`src/pcf_params.svh`:
```
// Constants for the bridge command filter: command codes, buffer sizes and field positions.
`ifndef PCF_PARAMS_SVH
`define PCF_PARAMS_SVH

// ----------------------------------------------------------------------------
// Bus command codes
// ----------------------------------------------------------------------------
`define PCF_CMD_INTACK 4'h0
`define PCF_CMD_SPECIAL 4'h1
`define PCF_CMD_IO_RD 4'h2
`define PCF_CMD_IO_WR 4'h3
`define PCF_CMD_RSV4 4'h4
`define PCF_CMD_RSV5 4'h5
`define PCF_CMD_MEM_RD 4'h6
`define PCF_CMD_MEM_WR 4'h7
`define PCF_CMD_RSV8 4'h8
`define PCF_CMD_RSV9 4'h9
`define PCF_CMD_CFG_RD 4'ha
`define PCF_CMD_CFG_WR 4'hb
`define PCF_CMD_MEM_RDM 4'hc
`define PCF_CMD_DAC 4'hd
`define PCF_CMD_MEM_RDL 4'he
`define PCF_CMD_MEM_WRI 4'hf
// Code shown on the command output while nothing is claimed.
`define PCF_CMD_NONE 4'h0

// ----------------------------------------------------------------------------
// Buffer sizing and address fields
// ----------------------------------------------------------------------------
`define PCF_BUF_BYTES 128
`define PCF_WR_BUFS 2
`define PCF_RD_BUFS 4
`define PCF_CFG_TYPE_LSB 0
`define PCF_BURST_LO_MSB 1
`define PCF_DEC_DELAY 2

`endif

```
`src/pcf_pkg.sv`:
```
// Types shared by the bridge command filter.
package pcf_pkg;
  typedef enum logic [1:0] {
    PCF_IDLE,
    PCF_DECODE,
    PCF_BUSY
  } pcf_state_e;
  typedef logic [3:0] pcf_cmd_t;
endpackage

```
`src/pcf_command_filter.sv`:
```
// Command acceptance and issue filter of a two-port PCI bridge, one side per instance.
// Operation
// - Two 128-byte write buffers, upstream and downstream.
// - Four further 128-byte buffers for reads.
// - Reserved commands never issued, ignored as target.
// - Interrupt acknowledge never issued, always ignored.
// - Special cycles issued but never claimed.
// - Memory, I/O, DAC commands issued and claimed both.
// - Config read issued secondary, claimed primary only.
// - Config write: Type 1 primary issue, Type 1 secondary claim.
// - No Type 0 out primary, none claimed secondary.
// - Misaligned burst disconnects after first transfer.
// - Claim only by positive medium decode.
`timescale 1ns/1ps
`include "pcf_params.svh"

module pcf_command_filter #(
  // Buffer geometry; only the sizes are reported here, the storage lives in the queue logic.
  parameter int BUF_BYTES = `PCF_BUF_BYTES,
  parameter int WR_BUFS = `PCF_WR_BUFS,
  parameter int RD_BUFS = `PCF_RD_BUFS
) (
  input wire logic CLK_SYS,
  input wire logic RESET_N,
  input wire logic CLK_EN,
  // High when this instance faces the secondary bus.
  input wire logic SIDE_SEC,
  // Target side: address phase sampled from the bus.
  input wire logic ADDR_VALID,
  input wire logic [3:0] ADDR_CMD,
  input wire logic [1:0] ADDR_LOW,
  input wire logic ADDR_HIT,
  input wire logic FRAME_DONE,
  input wire logic DATA_XFER,
  // Master side: a request to issue a command on this bus.
  input wire logic ISSUE_REQ,
  input wire logic [3:0] ISSUE_CMD,
  input wire logic [1:0] ISSUE_LOW,
  output logic ISSUE_OK,
  output logic CLAIM,
  output logic DEVSEL_OE,
  output logic DISCONNECT,
  output logic [3:0] CLAIM_CMD,
  output logic [7:0] WR_BUF_BYTES,
  output logic [9:0] RD_BUF_BYTES
);

  // --------------------------------------------------------------------------
  // Command classification
  // --------------------------------------------------------------------------
  // Returns high for commands that may be claimed as target on this side.
  function automatic logic pcf_target_ok(input logic [3:0] cmd, input logic sec, input logic [1:0] low);
    logic ok;
    ok = 1'b0;
    case (cmd)
      `PCF_CMD_IO_RD, `PCF_CMD_IO_WR, `PCF_CMD_MEM_RD, `PCF_CMD_MEM_WR,
      `PCF_CMD_MEM_RDM, `PCF_CMD_DAC, `PCF_CMD_MEM_RDL, `PCF_CMD_MEM_WRI: ok = 1'b1;
      `PCF_CMD_CFG_RD: ok = !sec;
      `PCF_CMD_CFG_WR: ok = !sec || low[`PCF_CFG_TYPE_LSB];
      default: ok = 1'b0;
    endcase
    return ok;
  endfunction

  // Returns high for commands that may be issued as master on this side.
  function automatic logic pcf_master_ok(input logic [3:0] cmd, input logic sec, input logic [1:0] low);
    logic ok;
    ok = 1'b0;
    case (cmd)
      `PCF_CMD_SPECIAL: ok = 1'b1;
      `PCF_CMD_IO_RD, `PCF_CMD_IO_WR, `PCF_CMD_MEM_RD, `PCF_CMD_MEM_WR,
      `PCF_CMD_MEM_RDM, `PCF_CMD_DAC, `PCF_CMD_MEM_RDL, `PCF_CMD_MEM_WRI: ok = 1'b1;
      `PCF_CMD_CFG_RD: ok = sec;
      `PCF_CMD_CFG_WR: ok = sec || low[`PCF_CFG_TYPE_LSB];
      default: ok = 1'b0;
    endcase
    return ok;
  endfunction

  // --------------------------------------------------------------------------
  // Decode wires
  // --------------------------------------------------------------------------
  // Issue check is combinational so the master engine can gate its request at once.
  wire issue_allowed = pcf_master_ok(ISSUE_CMD, SIDE_SEC, ISSUE_LOW);
  wire target_allowed = pcf_target_ok(ADDR_CMD, SIDE_SEC, ADDR_LOW);
  wire claim_now = ADDR_HIT && target_allowed;
  wire burst_misaligned = |ADDR_LOW[`PCF_BURST_LO_MSB:0];
  // Config cycles use the low bits as type, not burst order.
  wire is_cfg = (ADDR_CMD == `PCF_CMD_CFG_RD) || (ADDR_CMD == `PCF_CMD_CFG_WR);
  assign ISSUE_OK = ISSUE_REQ && issue_allowed;
  // Buffer capacity is fixed by structure and reported for the queue logic.
  assign WR_BUF_BYTES = 8'(BUF_BYTES);
  assign RD_BUF_BYTES = 10'(BUF_BYTES * RD_BUFS);

  // --------------------------------------------------------------------------
  // Target claim sequencer
  // --------------------------------------------------------------------------
  // Frame bookkeeping: the latched command, its misalignment and the claim decision.
  pcf_pkg::pcf_state_e state_reg, state_next;
  logic [3:0] cmd_reg, cmd_next;
  logic misalign_reg, misalign_next;
  logic claim_reg, claim_next;

  // Medium decode: the address phase is latched, and select rises on that same edge.
  always_comb begin
    state_next = state_reg;
    cmd_next = cmd_reg;
    misalign_next = misalign_reg;
    claim_next = claim_reg;
    case (state_reg)
      pcf_pkg::PCF_IDLE: begin
        claim_next = 1'b0;
        if (ADDR_VALID) begin
          cmd_next = ADDR_CMD;
          misalign_next = burst_misaligned && !is_cfg;
          claim_next = claim_now;
          state_next = pcf_pkg::PCF_DECODE;
        end
      end
      pcf_pkg::PCF_DECODE: begin
        // An ignored command waits out the frame with select never raised.
        state_next = pcf_pkg::PCF_BUSY;
        if (FRAME_DONE) begin
          state_next = pcf_pkg::PCF_IDLE;
          claim_next = 1'b0;
        end
      end
      pcf_pkg::PCF_BUSY: begin
        if (FRAME_DONE) begin
          state_next = pcf_pkg::PCF_IDLE;
          claim_next = 1'b0;
        end
      end
      default: state_next = pcf_pkg::PCF_IDLE;
    endcase
  end

  // State registers, frozen while the clock enable is low.
  always_ff @(posedge CLK_SYS or negedge RESET_N) begin
    if (!RESET_N) begin
      state_reg <= pcf_pkg::PCF_IDLE;
      cmd_reg <= `PCF_CMD_NONE;
      misalign_reg <= 1'b0;
      claim_reg <= 1'b0;
    end else if (CLK_EN) begin
      state_reg <= state_next;
      cmd_reg <= cmd_next;
      misalign_reg <= misalign_next;
      claim_reg <= claim_next;
    end
  end

  // Outputs driven only while a claimed frame is in progress.
  wire in_frame = (state_reg != pcf_pkg::PCF_IDLE);
  assign CLAIM = claim_reg && in_frame;
  assign DEVSEL_OE = CLAIM;
  // The command output reads as the idle code whenever nothing is claimed, so a stale code never leaks.
  assign CLAIM_CMD = CLAIM ? cmd_reg : `PCF_CMD_NONE;
  // Disconnect is combinational so that it lands on the very data phase that moves the first word.
  assign DISCONNECT = CLAIM && misalign_reg && DATA_XFER;

  // --------------------------------------------------------------------------
  // Checks
  // --------------------------------------------------------------------------
  // Issue-side checks act on the combinational answer in the same cycle.
  // Checks that span edges are switched off while the clock enable freezes the block.
  chk_reserved_never_issued: assert property (@(posedge CLK_SYS) disable iff (!RESET_N)
    ISSUE_OK |-> !(ISSUE_CMD inside {`PCF_CMD_RSV4, `PCF_CMD_RSV5, `PCF_CMD_RSV8, `PCF_CMD_RSV9}))
    else $error("Reserved command allowed to issue.");
  chk_intack_never_issued: assert property (@(posedge CLK_SYS) disable iff (!RESET_N)
    ISSUE_OK |-> ISSUE_CMD != `PCF_CMD_INTACK)
    else $error("Interrupt acknowledge allowed to issue.");
  chk_special_not_claimed: assert property (@(posedge CLK_SYS) disable iff (!RESET_N)
    CLAIM |-> !(cmd_reg inside {`PCF_CMD_SPECIAL, `PCF_CMD_INTACK, `PCF_CMD_RSV4, `PCF_CMD_RSV9}))
    else $error("Unsupported command claimed.");
  // Target-side checks except chk_special_not_claimed, chk_cfg_rd_side and chk_claim_released start at the address phase, so a broken claim cannot hide.
  chk_mem_claimed: assert property (@(posedge CLK_SYS) disable iff (!RESET_N || !CLK_EN)
    (state_reg == pcf_pkg::PCF_IDLE && ADDR_VALID && ADDR_HIT && ADDR_CMD == `PCF_CMD_MEM_WR) |=> CLAIM)
    else $error("Memory write not claimed one cycle after decode.");
  chk_cfg_rd_side: assert property (@(posedge CLK_SYS) disable iff (!RESET_N)
    (CLAIM && cmd_reg == `PCF_CMD_CFG_RD) |-> !SIDE_SEC)
    else $error("Config read claimed on secondary.");
  chk_cfg_type0_primary: assert property (@(posedge CLK_SYS) disable iff (!RESET_N)
    (ISSUE_OK && ISSUE_CMD == `PCF_CMD_CFG_WR && !SIDE_SEC) |-> ISSUE_LOW[`PCF_CFG_TYPE_LSB])
    else $error("Type 0 config write issued on primary.");
  chk_cfg_rd_issue: assert property (@(posedge CLK_SYS) disable iff (!RESET_N)
    (ISSUE_OK && ISSUE_CMD == `PCF_CMD_CFG_RD) |-> SIDE_SEC)
    else $error("Config read issued on primary.");
  chk_no_subtractive: assert property (@(posedge CLK_SYS) disable iff (!RESET_N || !CLK_EN)
    (state_reg == pcf_pkg::PCF_IDLE && ADDR_VALID && !ADDR_HIT) |=> !CLAIM [*2])
    else $error("Claim without positive decode hit.");
  chk_ignored_quiet: assert property (@(posedge CLK_SYS) disable iff (!RESET_N || !CLK_EN)
    (state_reg == pcf_pkg::PCF_IDLE && ADDR_VALID && ADDR_CMD == `PCF_CMD_RSV8) |=> !DEVSEL_OE && !DISCONNECT)
    else $error("Target outputs raised for an ignored command.");
  chk_misalign_disc: assert property (@(posedge CLK_SYS) disable iff (!RESET_N || !CLK_EN)
    (state_reg == pcf_pkg::PCF_IDLE && ADDR_VALID && ADDR_HIT && ADDR_CMD == `PCF_CMD_MEM_RDL
      && ADDR_LOW != 2'h0) ##1 !FRAME_DONE ##1 DATA_XFER |-> DISCONNECT)
    else $error("Misaligned burst not disconnected.");
  chk_type0_sec_ignored: assert property (@(posedge CLK_SYS) disable iff (!RESET_N || !CLK_EN)
    (state_reg == pcf_pkg::PCF_IDLE && ADDR_VALID && SIDE_SEC && ADDR_CMD == `PCF_CMD_CFG_WR
      && !ADDR_LOW[`PCF_CFG_TYPE_LSB]) |=> !CLAIM)
    else $error("Type 0 config write claimed on secondary.");
  chk_cfg_wr_primary: assert property (@(posedge CLK_SYS) disable iff (!RESET_N || !CLK_EN)
    (state_reg == pcf_pkg::PCF_IDLE && ADDR_VALID && ADDR_HIT && !SIDE_SEC
      && ADDR_CMD == `PCF_CMD_CFG_WR) |=> CLAIM)
    else $error("Config write not claimed on primary.");
  chk_special_issued: assert property (@(posedge CLK_SYS) disable iff (!RESET_N)
    (ISSUE_REQ && ISSUE_CMD == `PCF_CMD_SPECIAL) |-> ISSUE_OK)
    else $error("Special cycle refused as master.");
  chk_claim_released: assert property (@(posedge CLK_SYS) disable iff (!RESET_N || !CLK_EN)
    (CLAIM && FRAME_DONE) |=> !CLAIM && !DEVSEL_OE)
    else $error("Target select held after frame end.");

  // --------------------------------------------------------------------------
  // Cover points
  // --------------------------------------------------------------------------
  // Each cover marks one main scenario, so a bench that skips it shows up at once.
  cov_mem_claim: cover property (@(posedge CLK_SYS) CLAIM && cmd_reg == `PCF_CMD_MEM_RD);
  cov_cfg_rd_claim: cover property (@(posedge CLK_SYS) CLAIM && cmd_reg == `PCF_CMD_CFG_RD);
  cov_disconnect: cover property (@(posedge CLK_SYS) DISCONNECT);
  cov_cfg_wr_sec: cover property (@(posedge CLK_SYS) CLAIM && SIDE_SEC && cmd_reg == `PCF_CMD_CFG_WR);
  cov_special_issue: cover property (@(posedge CLK_SYS) ISSUE_OK && ISSUE_CMD == `PCF_CMD_SPECIAL);

endmodule

```
`config.mk`:
```
export PLATFORM = sky130hd
export DESIGN_NAME = pcf_command_filter
export DESIGN_NICKNAME = d
export VERILOG_FILES = /design/src/pcf_pkg.sv /design/src/pcf_command_filter.sv
export VERILOG_INCLUDE_DIRS = /design/src
export SDC_FILE = /design/constraint.sdc
export NUM_CORES = 1
export LEC_CHECK = 0
export ABC_AREA = 1
export BUFFER_PORTS_ARGS = -buffer_cell sky130_fd_sc_hd__buf_2
export CAP_MARGIN = 20
export CORE_ASPECT_RATIO = 1.25
export CORE_MARGIN = 1
export CORE_UTILIZATION = 40
export DETAILED_ROUTE_END_ITERATION = 10
export PLACE_DENSITY = 0.78
export SLEW_MARGIN = 20
export SYNTH_ARGS = -nofsm -noshare
export SYNTH_HDL_FRONTEND = slang
export SYNTH_SLANG_ARGS = --single-unit
export TNS_END_PERCENT = 50
```
`constraint.sdc`:
```
create_clock -name CLK_SYS -period 1.3 [get_ports CLK_SYS]
set_input_delay 0.065 -clock CLK_SYS [delete_from_list [all_inputs] [get_ports CLK_SYS]]
set_output_delay 0.065 -clock CLK_SYS [all_outputs]
set_load 0.01 [all_outputs]
```
==> metrics.cfg <==
[timing]
finalSetupViolCount = 0
whs_ns = 0.0429
slew_violations = 0
max_freq_mhz = 773
setup_slack_ns = 0.00621
finalHoldViolCount = 0
post-route-min-period_ns = 1.29
fin_crit_sh_pct = 99.5
rsz0062_at_grt = yes
skew_ns = 0.000776

[drt]
dr_total_vias = 627
drt_iter0_drc = 9
drc = 0
via_per_inst = 4.21
drt_first_pass_iters = 4
wl_per_cell_um = 8.30
drtAntennaViolNets = 0
finalWirelength_mm = 1.24

[final_layout]
largest_register_ffs = 4
area_growth_pct = 25.4
nets = 157
antenna_cells = 0
drive_above_1_share_pct = 33.6

[floorplan]
dieArea_um2 = 1840
core_area_um2 = 1560
fp-row-count = 16
ioPinCount = 47
start_util_pct = 42.9
die_h_um = 47.7
die_w_um = 38.6

[clocking]
cts_sinks = 8
cts-root-buf = clkbuf_4
clk_pin_slew_ns = 0.05
cts_buffers = 3
htreeDepth = 1
clock_latency_ns = 0.25
clockBufferDepth = 2
cts_tree = yes

[synthesis]
yosys.area.top_type = dfrtp_1
ys_ff_latch = 8
syn_inst = 98
synth.distinct_cells = 14
ys_warn_count = 0
syn-cell-area_um2 = 669
ys_seq_area_share_pct = 29.9
yosys.area.top_type_share_pct = 29.9
ys_top_cells_by_area = dfrtp_1 (30%), buf_4 (21%), nand2_1 (14%), inv_1 (7.9%), o21ai_0 (6.0%)
syn_area_per_cell_um2 = 6.83

[power]
powerDensity_nw_per_um2 = 1610
p_leak_nw = 0.525
vdd_drop_max_uv = 757

[placed_design]
dp_hpwl_um = 979
pre_cts_ws_ns = 0.0542
io_buffers = 27
globalplace.congestion = 0.817

[global_routing]
antenna_found_initial = 0
overflow = 0
grt_max_degree = 9
gr-usage-all-layers_pct = 14.1
grt_pass1_wl_mm = 1.79
grt_pass1_vias = 482

[worst_setup_path]
r2r_start = state_reg[1]$_DFFE_PN0P_
crit_fanout = 6
end_kind = output port
critPathRequiredTime_ns = 1.24
critPathLaunchType = flip-flop
crit_arrival_ns = 1.23
crit_type = reg -> out
critPathLaunch = state_reg[1]$_DFFE_PN0P_

[hold_path]
min_path_type = in -> reg
holdCritStartpoint = ADDR_CMD[0]

[flow_run]
maxCapViolations = 0

[run_status]
outcome = completed

[per-layer routing]
layer	share of wire, %	track usage (%)
met1	40	15.6
met2	52	23.7
met3	5.6	3.26
met4	1.7	10.3
met5	0	0
[per-stage QoR]
step	instance area [um^2]	utilization (%)	TNS [ns]	power, mW	instances
final	840	53.8	0	1.35	149
after CTS	822	52.6	0	1.28	148
after global placement	744	47.7	0	0.899	140
after global routing	840	53.8	-0.369	1.49	149
after detailed placement	744	47.7	0	0.932	140
after floorplan	729	-	0	0.830	114
[what timing repair did]
item | 4_1_cts | 5_1_grt
endpoints found under the setup margin | 7 | 7
hold endpoints to repair | 8 | 0
gates resized for setup | 6 | 3
pin swaps | 2 | 1
gates cloned | 0 | 0
buffers inserted | 4 | 1
hold buffers | 1 | 0
[path summary, 6_finish.rpt]
path | endpoint | slack [ns] | cells past startpoint
max | CLAIM_CMD[0] | 0.006 | 6
min | cmd_reg[0]$_DFFE_PN0P_ | 0.04 | 3
max reg2reg | state_reg[1]$_DFFE_PN0P_ | 0.05 | 7
min reg2reg | misalign_reg$_DFFE_PN0P_ | 0.50 | 2
max in group asynchronous | cmd_reg[0]$_DFFE_PN0P_ | 0.97 | 2
min in group asynchronous | state_reg[1]$_DFFE_PN0P_ | 0.17 | 2
[cells in the mapped netlist]
cell type and n:
inv_1 14, nand2_1 25, nand3_2 2, buf_4 19
nor2_1 10, dfrtp_1 8, clkinv_2 1, conb_1 2
o21ai_1 2, o21ai_0 8, nand3_1 2, a21boi_0 1
ha_1 3, a21oi_1 1
[cell usage in the layout (no fill, tap or decap)]
cell           instances
a21boi_0               1
a21oi_1                1
buf_2                 27
buf_4                  5
clkbuf_4               3
clkinv_2               1
conb_1                18
dfrtp_1                8
dlygate4sd3_1          1
ha_1                   2
ha_4                   1
inv_1                 11
inv_2                  2
inv_4                  1
nand2_1               24
nand2_4                1
nand3_1                2
nand3_2                2
nor2_1                 9
nor2_2                 1
o21ai_0                8
o21ai_1                2
[cell families after synthesis]
kind of cell,share of synthesized area (%)
compound gates,9.35
other cells,1.12
flops,29.9
simple gates,24.1
buf+inv,29.9
fa+ha+maj,5.61
[layout make-up]
| type | count | area, um^2 |
|---|---|---|
| multi-input cells | 72 | 352 |
| fillers | 145 | 722 |
| flip-flops and latches | 8 | 200 |
| inverters | 15 | 60.1 |
| well taps | 18 | 22.5 |
| clock buffers | 3 | 22.5 |
| repair buffers | 33 | 183 |
[worst max-delay path, stage by stage (launching register included)]
cell and delay (ns):
dfrtp_1 0.38, inv_2 0.08, ha_4 0.17, inv_4 0.06, nand2_4 0.06, nor2_2 0.09
buf_2 0.12
[report_power, final]
part	total [mW]	leakage, nW	internal (mW)	switching [mW]
logic	0.736	0.410	0.337	0.398
clock network	0.189	0.0138	0.106	0.0832
registers	0.430	0.101	0.365	0.0652
total	1.35	0.525	0.808	0.547
No activity file was read; power rests on OpenSTA's default activity.
